### config.mk
export PLATFORM = sky130hd
export DESIGN_NAME = window_watchdog_fail_counter
export DESIGN_NICKNAME = d
export VERILOG_FILES = /design/src/hdl/wd_pkg.sv /design/src/hdl/window_watchdog_fail_counter.sv
export SDC_FILE = /design/constraint.sdc
export NUM_CORES = 1
export LEC_CHECK = 0
export ABC_AREA = 1
export BUFFER_PORTS_ARGS = -buffer_cell sky130_fd_sc_hd__buf_2
export CELL_PAD_IN_SITES_DETAIL_PLACEMENT = 1
export CELL_PAD_IN_SITES_GLOBAL_PLACEMENT = 1
export CORE_MARGIN = 10
export CORE_UTILIZATION = 49
export CTS_CLUSTER_SIZE = 24
export DETAILED_ROUTE_END_ITERATION = 12
export HOLD_SLACK_MARGIN = 0.12
export PLACE_DENSITY = 0.87
export REMOVE_ABC_BUFFERS = 1
export SLEW_MARGIN = 15
export SYNTH_ARGS = -nofsm -noshare
export SYNTH_HDL_FRONTEND = slang
export SYNTH_SLANG_ARGS = --single-unit
### constraint.sdc
create_clock -name mclk_in -period 4.7 [get_ports mclk_in]
set_input_delay 0.47 -clock mclk_in [delete_from_list [all_inputs] [get_ports mclk_in]]
set_output_delay 0.47 -clock mclk_in [all_outputs]
set_load 0.02 [all_outputs]
### src/hdl/wd_pkg.sv
// constants and types for the window watchdog with fail counter
package wd_pkg;
   // ==========================================================
   // timing
   localparam int  CLK_HZ          = 10_000_000;
   localparam int  STEP_NS         = 550_000;
   localparam int  STEP_CYCLES     = (STEP_NS * (CLK_HZ / 1_000_000)) / 1000;
   localparam int  PULSE_US        = 32;
   localparam int  PULSE_CYCLES    = (PULSE_US * CLK_HZ) / 1_000_000 + 1;
   // ==========================================================
   // register offsets (4-bit address)
   localparam logic [3:0] OFF_SAFETY_CFG = 4'h0;
   localparam logic [3:0] OFF_CHECK_CTRL = 4'h1;
   localparam logic [3:0] OFF_CLOSE_CFG  = 4'h2;
   localparam logic [3:0] OFF_OPEN_CFG   = 4'h3;
   localparam logic [3:0] OFF_STATUS     = 4'h4;
   localparam logic [3:0] OFF_FAIL_CNT   = 4'h5;
   localparam logic [3:0] OFF_DEV_STATE  = 4'h6;
   localparam logic [3:0] OFF_QA_ANSWER  = 4'h7;
   localparam logic [3:0] OFF_QA_TOKEN   = 4'h8;
   // ==========================================================
   // field positions
   localparam int BIT_QA_MODE       = 5;
   localparam int BIT_FAIL_RST_EN   = 3;
   localparam int BIT_DRIVE_REQ     = 0;
   localparam int BIT_TIME_OUT      = 1;
   localparam int BIT_EARLY         = 0;
   localparam int BIT_OUT_RANGE     = 2;
   localparam int BIT_BAD_ANSWER    = 3;
   localparam int BIT_GO_ACTIVE     = 0;
   localparam int BIT_OTHER_ERR     = 1;
   // ==========================================================
   // reset values and fail counter limits
   localparam logic [6:0] CLOSE_DEFAULT = 7'h08;
   localparam logic [4:0] OPEN_DEFAULT  = 5'h08;
   localparam logic [2:0] FAIL_INIT     = 3'h5;
   localparam logic [2:0] FAIL_MAX      = 3'h7;
   localparam logic [2:0] FAIL_LIMIT    = 3'h5;
   localparam logic [3:0] TOKEN_INIT    = 4'h0;

   typedef enum {ST_RESET, ST_DIAG, ST_ACTIVE} dev_state_t;
   typedef enum {WIN_CLOSE, WIN_OPEN} window_t;

   typedef struct packed {
      logic [3:0] addr;
      logic [7:0] wdata;
      logic       wr;
      logic       rd;
   } reg_req_t;
endpackage

### src/hdl/window_watchdog_fail_counter.sv
// window watchdog with saturating fail counter, drive enable and mcu reset
// ==========================================================
//
// Local design decisions: strobed register access and the register offsets.
`timescale 1ns/10ps
`default_nettype none
module window_watchdog_fail_counter
   import wd_pkg::*;
#(
   parameter int STEP_CNT  = STEP_CYCLES,
   parameter int PULSE_CNT = PULSE_CYCLES
) (
   input  wire logic       mclk_in,           // system clock, 10 MHz
   input  wire logic       reset_in,          // synchronous, active high
   input  wire logic [3:0] reg_addr_in,       // register address
   input  wire logic [7:0] reg_wdata_in,      // write data
   input  wire logic       reg_wr_in,         // write strobe
   input  wire logic       reg_rd_in,         // read strobe
   output logic      [7:0] reg_rdata_out,     // read data, cycle after strobe
   input  wire logic       error_trigger_in,  // trigger pulses from host
   input  wire logic       spi_frame_in,      // spi frame active
   output logic            enable_drive_out,  // power stage enable
   output logic            mcu_reset_out      // mcu reset, low active level
);
   import wd_pkg::*;

   reg_req_t   req;
   dev_state_t dev_state;
   window_t    window;
   logic [7:0] safety_function_config;
   logic       drive_enable_request;
   logic       other_error;
   logic [6:0] close_window_steps;
   logic [4:0] open_window_steps;
   logic [2:0] fail_count;
   logic [3:0] watchdog_status_reg;
   logic [3:0] qa_token;
   logic [1:0] qa_index;
   logic [31:0] step_timer;
   logic [7:0] steps_left;
   logic       step_tick;
   logic [31:0] pulse_timer;
   logic       trig_q;
   logic       trigger;
   logic       qa_byte_ok;
   logic       good_evt;
   logic       bad_evt;
   logic       timeout_evt;
   logic       cfg_win_wr;
   logic       seq_restart;
   logic       qa_mode_select;
   logic       fail_reset_enable;
   logic       fail_trip;
   logic       rst_en_rise;

   assign req = '{addr: reg_addr_in, wdata: reg_wdata_in, wr: reg_wr_in, rd: reg_rd_in};
   assign qa_mode_select    = safety_function_config[BIT_QA_MODE];
   assign fail_reset_enable = safety_function_config[BIT_FAIL_RST_EN];

   function automatic logic [7:0] expected_answer(input logic [3:0] tok, input logic [1:0] idx);
      expected_answer = {tok ^ {2'h0, idx}, ~tok};
   endfunction

   // ==========================================================
   // trigger deglitch: high must last past the pulse time
   always_ff @(posedge mclk_in) begin
      if (reset_in) begin
         trig_q      <= 1'b0;
         pulse_timer <= '0;
      end else begin
         trig_q <= error_trigger_in;
         if (!trig_q)
            pulse_timer <= '0;
         else if (pulse_timer < 32'(PULSE_CNT))
            pulse_timer <= pulse_timer + 32'h1;
      end
   end
   // falling edge after a long enough high
   assign trigger = !qa_mode_select && trig_q && !error_trigger_in
                    && pulse_timer >= 32'(PULSE_CNT);

   // ==========================================================
   // event classification
   assign cfg_win_wr = req.wr && (req.addr == OFF_CLOSE_CFG || req.addr == OFF_OPEN_CFG);
   assign qa_byte_ok = req.wdata == expected_answer(qa_token, qa_index);
   always_comb begin
      good_evt    = 1'b0;
      bad_evt     = 1'b0;
      timeout_evt = 1'b0;
      if (dev_state != ST_RESET) begin
         if (cfg_win_wr) begin
            bad_evt = 1'b1;
         end else if (qa_mode_select) begin
            if (req.wr && req.addr == OFF_QA_ANSWER) begin
               if (!qa_byte_ok || window == WIN_CLOSE)
                  bad_evt = 1'b1;
               else if (qa_index == 2'h3)
                  good_evt = 1'b1;
            end
         end else if (trigger) begin
            if (window == WIN_OPEN)
               good_evt = 1'b1;
            else
               bad_evt = 1'b1;
         end
         if (!good_evt && !bad_evt && window == WIN_OPEN && step_tick
             && steps_left == 8'h0)
            timeout_evt = 1'b1;
      end
   end
   assign seq_restart = good_evt || bad_evt || timeout_evt;
   // reaching seven is not a trip by itself: it needs a bad or time-out event with the enable set, or the enable being set
   assign rst_en_rise = req.wr && req.addr == OFF_SAFETY_CFG
                        && req.wdata[BIT_FAIL_RST_EN] && !fail_reset_enable;
   assign fail_trip = dev_state != ST_RESET && fail_count == FAIL_MAX
                      && ((fail_reset_enable && (bad_evt || timeout_evt))
                          || rst_en_rise);

   // ==========================================================
   // step timer and windows
   assign step_tick = step_timer == 32'(STEP_CNT - 1);
   always_ff @(posedge mclk_in) begin
      if (reset_in || dev_state == ST_RESET || seq_restart) begin
         step_timer <= '0;
         window     <= WIN_CLOSE;
         // step timer restarts with the sequence, so the first close step is a full step
         steps_left <= (close_window_steps == 7'h0) ? 8'h0
                       : {1'b0, close_window_steps} - 8'h1;
      end else if (step_tick) begin
         step_timer <= '0;
         if (steps_left != 8'h0)
            steps_left <= steps_left - 8'h1;
         else if (window == WIN_CLOSE) begin
            window     <= WIN_OPEN;
            steps_left <= {3'h0, open_window_steps};
         end
      end else begin
         step_timer <= step_timer + 32'h1;
      end
   end

   // ==========================================================
   // device state
   always_ff @(posedge mclk_in) begin
      if (reset_in)
         dev_state <= ST_RESET;
      else if (fail_trip && dev_state != ST_RESET)
         dev_state <= ST_RESET;
      else if (dev_state == ST_RESET)
         dev_state <= ST_DIAG;
      else if (dev_state == ST_DIAG && req.wr && req.addr == OFF_DEV_STATE
               && req.wdata[BIT_GO_ACTIVE])
         dev_state <= ST_ACTIVE;
   end

   // ==========================================================
   // fail counter, counts the same for either fail-reset setting
   always_ff @(posedge mclk_in) begin
      if (reset_in || dev_state == ST_RESET)
         fail_count <= FAIL_INIT;
      else if (dev_state == ST_DIAG && req.wr && req.addr == OFF_DEV_STATE
               && req.wdata[BIT_GO_ACTIVE])
         fail_count <= FAIL_INIT;
      else if ((bad_evt || timeout_evt) && fail_count != FAIL_MAX)
         fail_count <= fail_count + 3'h1;
      else if (good_evt && fail_count != 3'h0)
         fail_count <= fail_count - 3'h1;
   end

   // ==========================================================
   // configuration registers
   always_ff @(posedge mclk_in) begin
      if (reset_in || dev_state == ST_RESET) begin
         safety_function_config <= 8'h00;
         close_window_steps     <= CLOSE_DEFAULT;
         open_window_steps      <= OPEN_DEFAULT;
         drive_enable_request   <= 1'b0;
         other_error            <= 1'b0;
      end else if (req.wr) begin
         unique case (req.addr)
            OFF_SAFETY_CFG: begin
               safety_function_config[BIT_FAIL_RST_EN] <= req.wdata[BIT_FAIL_RST_EN];
               if (dev_state == ST_DIAG)
                  safety_function_config[BIT_QA_MODE] <= req.wdata[BIT_QA_MODE];
            end
            OFF_CHECK_CTRL: begin
               drive_enable_request <= req.wdata[BIT_DRIVE_REQ];
               other_error          <= req.wdata[BIT_OTHER_ERR];
            end
            OFF_CLOSE_CFG:
               if (dev_state == ST_DIAG)
                  close_window_steps <= req.wdata[6:0];
            OFF_OPEN_CFG:
               if (dev_state == ST_DIAG)
                  open_window_steps <= req.wdata[4:0];
            default: ;
         endcase
      end
   end

   // ==========================================================
   // status flags, set beats read-clear
   always_ff @(posedge mclk_in) begin
      if (reset_in || dev_state == ST_RESET) begin
         watchdog_status_reg <= 4'h0;
      end else begin
         if (req.rd && req.addr == OFF_STATUS)
            watchdog_status_reg <= 4'h0;
         if (timeout_evt && !spi_frame_in)
            watchdog_status_reg[BIT_TIME_OUT] <= 1'b1;
         if (bad_evt && trigger && window == WIN_CLOSE && !cfg_win_wr)
            watchdog_status_reg[BIT_EARLY] <= 1'b1;
         if (bad_evt && qa_mode_select && !cfg_win_wr)
            watchdog_status_reg[BIT_BAD_ANSWER] <= 1'b1;
      end
   end

   // ==========================================================
   // question-answer sequencing
   always_ff @(posedge mclk_in) begin
      if (reset_in || dev_state == ST_RESET) begin
         qa_token <= TOKEN_INIT;
         qa_index <= 2'h0;
      end else if (seq_restart) begin
         qa_index <= 2'h0;
         if (good_evt && qa_mode_select)
            qa_token <= qa_token + 4'h1;
      end else if (qa_mode_select && req.wr && req.addr == OFF_QA_ANSWER) begin
         qa_index <= qa_index + 2'h1;
      end
   end

   // ==========================================================
   // outputs and readback
   always_ff @(posedge mclk_in) begin
      if (reset_in) begin
         enable_drive_out <= 1'b0;
         mcu_reset_out    <= 1'b0;
      end else begin
         enable_drive_out <= drive_enable_request && !other_error
                             && fail_count < FAIL_LIMIT && dev_state != ST_RESET
                             && !fail_trip;
         mcu_reset_out    <= dev_state != ST_RESET && !fail_trip;
      end
   end

   always_ff @(posedge mclk_in) begin
      if (reset_in) begin
         reg_rdata_out <= 8'h00;
      end else if (req.rd) begin
         unique case (req.addr)
            OFF_SAFETY_CFG: reg_rdata_out <= safety_function_config;
            OFF_CHECK_CTRL: reg_rdata_out <= {6'h0, other_error, drive_enable_request};
            OFF_CLOSE_CFG:  reg_rdata_out <= {1'b0, close_window_steps};
            OFF_OPEN_CFG:   reg_rdata_out <= {3'h0, open_window_steps};
            OFF_STATUS:     reg_rdata_out <= {4'h0, watchdog_status_reg[3],
                                              fail_count >= FAIL_LIMIT,
                                              watchdog_status_reg[1:0]};
            OFF_FAIL_CNT:   reg_rdata_out <= {5'h0, fail_count};
            OFF_DEV_STATE:  reg_rdata_out <= {6'h0, dev_state == ST_ACTIVE,
                                              dev_state == ST_DIAG};
            OFF_QA_TOKEN:   reg_rdata_out <= {2'h0, qa_index, qa_token};
            default:        reg_rdata_out <= 8'h00;
         endcase
      end else begin
         reg_rdata_out <= 8'h00;
      end
   end
endmodule
`default_nettype wire
==> Yosys cells after proc, flatten, opt, wreduce, memory -nomap -nowiden <==
Index checks and enable logic that the tools add are counted.
W data, S select, Z words.
{ "op_classes": {"addsub": 8, "magnitude_cmp": 4, "eq_ne": 15, "n_mux": 33, "n_bitwise": 5, "reduce_logical": 84} }
{ "ops": {"columns": ["operator", "count"], "rows": [
  ["$add A32 B1 Y32 const B", 2],
  ["$logic_not A32 Y1", 2],
  ["$pmux W7 S8", 1],
  ["$mux W8", 5],
  ["$logic_and A1 B1 Y1", 36],
  ["$eq A32 B13 Y1 const B", 1],
  ["$ge A32 B9 Y1 const B", 1],
  ["$lt A32 B9 Y1 const B", 1],
  ["$reduce_bool A32 Y1", 1],
  ["$mux W1", 24],
  ["$eq A4 B3 Y1 const B", 4],
  ["$reduce_and A3 Y1", 4],
  ["$reduce_bool A2 Y1", 6],
  ["$reduce_or A2 Y1", 6],
  ["$logic_not A1 Y1", 10],
  ["$eq A4 B2 Y1 const B", 2],
  ["$eq A8 B8 Y1", 1],
  ["$logic_not A8 Y1", 1],
  ["$logic_or A1 B1 Y1", 8],
  ["$reduce_and A2 Y1", 4],
  ["$reduce_bool A8 Y1", 1],
  ["$sub A7 B1 Y8 const B", 1],
  ["$sub A8 B1 Y8 const B", 1],
  ["$logic_not A7 Y1", 1],
  ["other kinds (19)", 25]
]} }
{ "word_totals": {"reg_bits": 114, "inputBits": 18, "out_inout_bits": 10, "wordCells": 171} }

==> Logic depth before layout (Yosys ltp) <==
{ "depth": {"ltp_word": 22, "mapped_depth": 19} }

==> Worst setup path before layout <==
No wires, ideal clock.
{ "synth_timing": {"kind": "flip-flop to flip-flop", "from": "reg steps_left[0]", "to": "reg fail_count[2]", "setup_time_ns": 0.120, "arrival_time_ns": 2.305, "t_required_ns": 4.580, "path_slack_ns": 2.275, "stages_incl_launch_ff": 17, "n_path_buf": 0, "period_less_slack_ns": 2.425, "path_cell_list": "edfxtp_1 inv_1 ha_1 nand2_1 nor2_1 nand2_1 inv_1 nand2_1 nor2_1 nand3_1 o21ai_0 nand2_1 fa_1 inv_1 nand4_1 nand3_1 nand3_1"} }
{ "synth_via": {"elab_chain_cells": 7} }
{ "synth_rtl": {"columns": ["element", "line_no", "source"], "rows": [
  ["start: declaration", "window_watchdog_fail_counter.sv:40", "logic [7:0] steps_left;"],
  ["start signal: assignment", "window_watchdog_fail_counter.sv:127", "steps_left <= (close_window_steps == 7'h0) ? 8'h0"],
  ["start signal: assignment", "window_watchdog_fail_counter.sv:132", "steps_left <= steps_left - 8'h1;"],
  ["start signal: assignment", "window_watchdog_fail_counter.sv:135", "steps_left <= {3'h0, open_window_steps};"],
  ["$logic_not A8 Y1 (*)", "window_watchdog_fail_counter.sv:107", "&& steps_left == 8'h0)"],
  ["$logic_and A1 B1 Y1 (*)", "window_watchdog_fail_counter.sv:107", null],
  ["$mux W1 (*)", "window_watchdog_fail_counter.sv:106", "if (!good_evt && !bad_evt && window == WIN_OPEN && step_tick"],
  ["$mux W1 (*)", "window_watchdog_fail_counter.sv:90", "if (dev_state != ST_RESET) begin"],
  ["$logic_or A1 B1 Y1 (*)", "window_watchdog_fail_counter.sv:164", "else if ((bad_evt || timeout_evt) && fail_count != FAIL_MAX)"],
  ["$logic_and A1 B1 Y1 (*)", "window_watchdog_fail_counter.sv:164", null],
  ["$mux W3 / $reduce_bool A2 Y1 (equally long branches)", null, null],
  ["end signal: assignment", "window_watchdog_fail_counter.sv:165", "fail_count <= fail_count + 3'h1;"],
  ["end signal: assignment", "window_watchdog_fail_counter.sv:167", "fail_count <= fail_count - 3'h1;"],
  ["end: declaration", "window_watchdog_fail_counter.sv:35", "logic [2:0] fail_count;"]
]} }
Mark *: on every way between the ends. The rest lies on a longest branch, timed or not.
A chain may end at the register's enable or synchronous reset.

==> Worst setup path after layout <==
{ "layout_timing": {"from": "reg step_timer[0]", "to": "reg fail_count[2]"} }
{ "layout_via": {"elab_chain_cells": 8} }
{ "layout_rtl": {"columns": ["element", "line_no", "source"], "rows": [
  ["start: declaration", "window_watchdog_fail_counter.sv:39", "logic [31:0] step_timer;"],
  ["start signal: assignment", "window_watchdog_fail_counter.sv:138", "step_timer <= step_timer + 32'h1;"],
  ["$eq A32 B13 Y1 (*)", "window_watchdog_fail_counter.sv:121", "assign step_tick = step_timer == 32'(STEP_CNT - 1);"],
  ["$logic_and A1 B1 Y1 (*)", "window_watchdog_fail_counter.sv:106", null],
  ["$logic_and A1 B1 Y1 (*)", "window_watchdog_fail_counter.sv:107", null],
  ["$mux W1 (*)", "window_watchdog_fail_counter.sv:106", null],
  ["$mux W1 (*)", "window_watchdog_fail_counter.sv:90", null],
  ["$logic_or A1 B1 Y1 (*)", "window_watchdog_fail_counter.sv:164", null],
  ["$logic_and A1 B1 Y1 (*)", "window_watchdog_fail_counter.sv:164", null],
  ["$mux W3 / $reduce_bool A2 Y1 (equally long branches)", null, null]
]} }
Marks and branches as above.

==> run summary <==
=================================================================================================
Launching element type of the critical path ........................................     register
Detailed Place HPWL ................................................................     11860 um
Most repeated library cell on the critical path ....................................      nand3_1
Congestion Overflow GR .............................................................            0
Max transition margin ..............................................................       29.48%
Clock transition at the registers of the reported paths ............................      0.05 ns
Setup slack of the most critical reg-to-reg path ...................................      1.69 ns
Syn Inst Count .....................................................................          781
Cell Int Power .....................................................................   0.001831 W
Hold Fails Final Rpt ...............................................................            0
TritonCTS buffer count .............................................................           17
Clk_lat worst skew .................................................................      0.43 ns
F_max ..............................................................................    332.3 MHz
Wire length of the first global-routing pass .......................................     27540 um
Count of port buffers added during placement .......................................           26
Switching power summed over all nets ...............................................  0.0005365 W
First drt pass iteration count .....................................................            4
Worst IR Drop VDD ..................................................................  0.0003315 V
Maximum clock skew at final layout .................................................  0.007103 ns
Syn Std Cell Area .................................................................. 0.005684 mm2
Data arrival time of the worst path ................................................      3.32 ns
Die outline width ..................................................................     127.7 um
Number of DRC violations after detailed-routing iteration 0 ........................          303
Sequential share of power ..........................................................        41.8%
Post-synthesis sequential element count ............................................          113
Number of distinct library cell variants in the gate-level netlist after synthesis .           55
Mean area per synthesized cell .....................................................    7.278 um2
Met3 Use GR ........................................................................       5.335%
DRC viols ..........................................................................            0
CTS resizes ........................................................................            0
Busiest grt layer ..................................................................         met2
Hold buffer count at cts ...........................................................            0
Required time at the worst-slack endpoint ..........................................      5.01 ns
Area delta synth->final ............................................................       14.13%
Outcome ............................................................................ complete, no violations
Count of buffers added by post-CTS timing repair for setup .........................            0
Sequence of cells on the critical path ............................................. ha_1, inv_1, nor3_1, nand3_1, nor2_1, nand3_1, nor2_1, nand3_1, o21ai_0, nand2_1, fa_1, inv_1, nand4_1, nand3_1, nand3_1
Vias per inst ......................................................................        5.430
Combinational share of power .......................................................         4.2%
Area of the core region ............................................................  0.01137 mm2
Starting Density ...................................................................       49.99%
Critical path class ................................................................ register to register
Site Rows ..........................................................................           39
Slew Viols, Final ..................................................................            0
Sum of buffers and inverters on the critical path ..................................            2
Worst-path fanout max ..............................................................            5
TritonCTS Sinks ....................................................................          113
I/O pin count ......................................................................           28
Sequential area share after synthesis ..............................................       41.21%
Smallest setup slack after layout ..................................................     1.691 ns
Switching Share ....................................................................       22.66%
Setup TNS ..........................................................................         0 ns
Post-synthesis cell type with the largest combined area ............................      dfxtp_1
Share of the synthesized area in the top cell type .................................       36.98%
Unrepaired setup endpoints after global routing ....................................           no
# nets final .......................................................................          843
Hold Path Class .................................................................... input pin to register
Post-route antenna net violation count .............................................            0
Final worst-path cycle share .......................................................       64.02%
Number of levels the H-tree was split into .........................................            4
Via count of the first global-routing pass .........................................         5693
Minimum setup slack after placement ................................................     1.680 ns
Final critical delay including setup and external delays ...........................     3.009 ns
Diodes inserted ....................................................................            0
Leakage power total ................................................................     2.597 nW
Registers with the highest flip-flop counts ........................................ pulse_timer (32), step_timer (32), steps_left (8)
Final Setup Violations .............................................................            0
Kind of end point of the critical path .............................................     register
Max Root-Sink Buffers ..............................................................            2
Cell with the biggest individual delay on the critical path ........................         fa_1
Category of cells accounting for the largest share of critical-path delay .......... simple AND/OR/NAND/NOR gates
Full die area ......................................................................  0.01631 mm2
Power Dens Cells ................................................................... 365.0 mW/mm2
CTS tree ...........................................................................        built
Main area contributors after synthesis ............................................. dfxtp_1 37%, nand2_1 9.4%, nor2_1 8.8%, inv_1 7.6%, edfxtp_1 4.2%
Count of max-cap constraint violations .............................................            0
Number of vias after detailed routing ..............................................         5278
Actual slew at the worst max-slew pin ..............................................     1.050 ns
Met1 demand-to-capacity share in global routing ....................................       22.73%
Delay of the slowest cell on the worst path ........................................      0.43 ns
Total track usage ..................................................................       20.97%
Antenna violations before repair ...................................................            0
Pin count of the biggest net entering global routing ...............................           41
Share of final-layout standard cells stronger than drive strength 1 ................       14.48%
Die H ..............................................................................     127.7 um
Detailed-route wire length .........................................................     16730 um
Root Buffer Master .................................................................    clkbuf_16
M2 GR Usage ........................................................................       37.11%
Number of synthesis warnings .......................................................            0
Routed wirelength normalized by instance count .....................................     17.21 um
Clock power frac ...................................................................        54.0%
GP Congestion ......................................................................       0.8826
=================================================================================================
## metal layers
| layer | vias up | wire, um |
|---|---|---|
| li1 | 2565 | - |
| met4 | 0 | 562 |
| met3 | 44 | 704 |
| met1 | 2554 | 6992 |
| met2 | 115 | 8471 |
| met5 | - | 0 |
## final cells by class
type	instances	area (um2)
fillers	1458	4882
clock buffers	20	436.7
flip-flops and latches	113	2342
clock inverters	12	141.4
repair buffers	26	130.1
inverters	124	465.4
multi-input cells	534	2793
well taps	143	178.9
## Yosys cell counts (all sizes together)
library cell	instances
nand3	49
buf	9
a31oi	1
o21a	1
o21ai	36
nand4	14
a21oi	49
a221oi	1
or2	10
clkbuf	1
clkinv	2
and2	1
o22ai	2
a211oi	4
o211ai	2
a41oi	1
nor2	144
o221ai	3
inv	122
o32ai	1
nor3b	3
a2111oi	1
xnor2	6
fa	1
xor2	17
dfxtp	105
nor3	24
edfxtp	8
ha	8
a21boi	1
conb	1
nor4	3
and3	1
nand3b	1
nand2	148
## through the flow
step	hold slack [ns]	instances	instance area (um2)	power, W	util, %
after global placement	0.4145	940	5909	0.001100	51.98
after detailed placement	0.4179	940	5909	0.001106	51.98
after floorplan	0.4083	771	5600	0.001069	-
after CTS	0.2748	972	6487	0.002377	57.06
final	0.2839	972	6487	0.002368	57.06
after global routing	0.2872	972	6487	0.002435	57.06
## path summary, 6_finish.rpt
path / start / to / cells past startpoint
setup reg to reg: step_timer[0]$_SDFF_PP0_ / fail_count[2]$_SDFFE_PP1P_ / 15
hold / removal: reset_in / trig_q$_SDFF_PP0_ / 2
setup / recovery: step_timer[0]$_SDFF_PP0_ / fail_count[2]$_SDFFE_PP1P_ / 15
hold reg to reg: pulse_timer[22]$_SDFFE_PP0P_ / pulse_timer[22]$_SDFFE_PP0P_ / 2
## cells in the final DEF (no fill, tap or decap), types with 20 or more instances in the layout
master   instances
a21oi_1         34
buf_2           26
dfxtp_1        105
inv_1          115
nand2_1        142
nand3_1         45
nor2_1         133
nor3_1          20
o21ai_0         29
## kinds of logic (layout without fill, tap and decap cells)
logic type	count (synthesis)	in the layout	share of synthesized area (%)
compound gates	103	103	11.42
flops	113	113	41.21
other cells	1	1	0.06597
simple gates	398	398	31.98
fa+ha+maj	9	9	2.113
buf+inv	134	182	9.663
xor+xnor	23	23	3.544
## power by group through the flow
stage          Clock [W]  Sequential (W)  Combinational, W
5_1_grt          0.00134        0.000989          0.000110
6_report         0.00128        0.000989          0.000100
3_5_place_dp           0         0.00101         0.0000970
2_1_floorplan          0         0.00101         0.0000614
4_1_cts          0.00129        0.000989          0.000100
3_3_place_gp           0         0.00101         0.0000926
(Power assumes the default switching activity.)
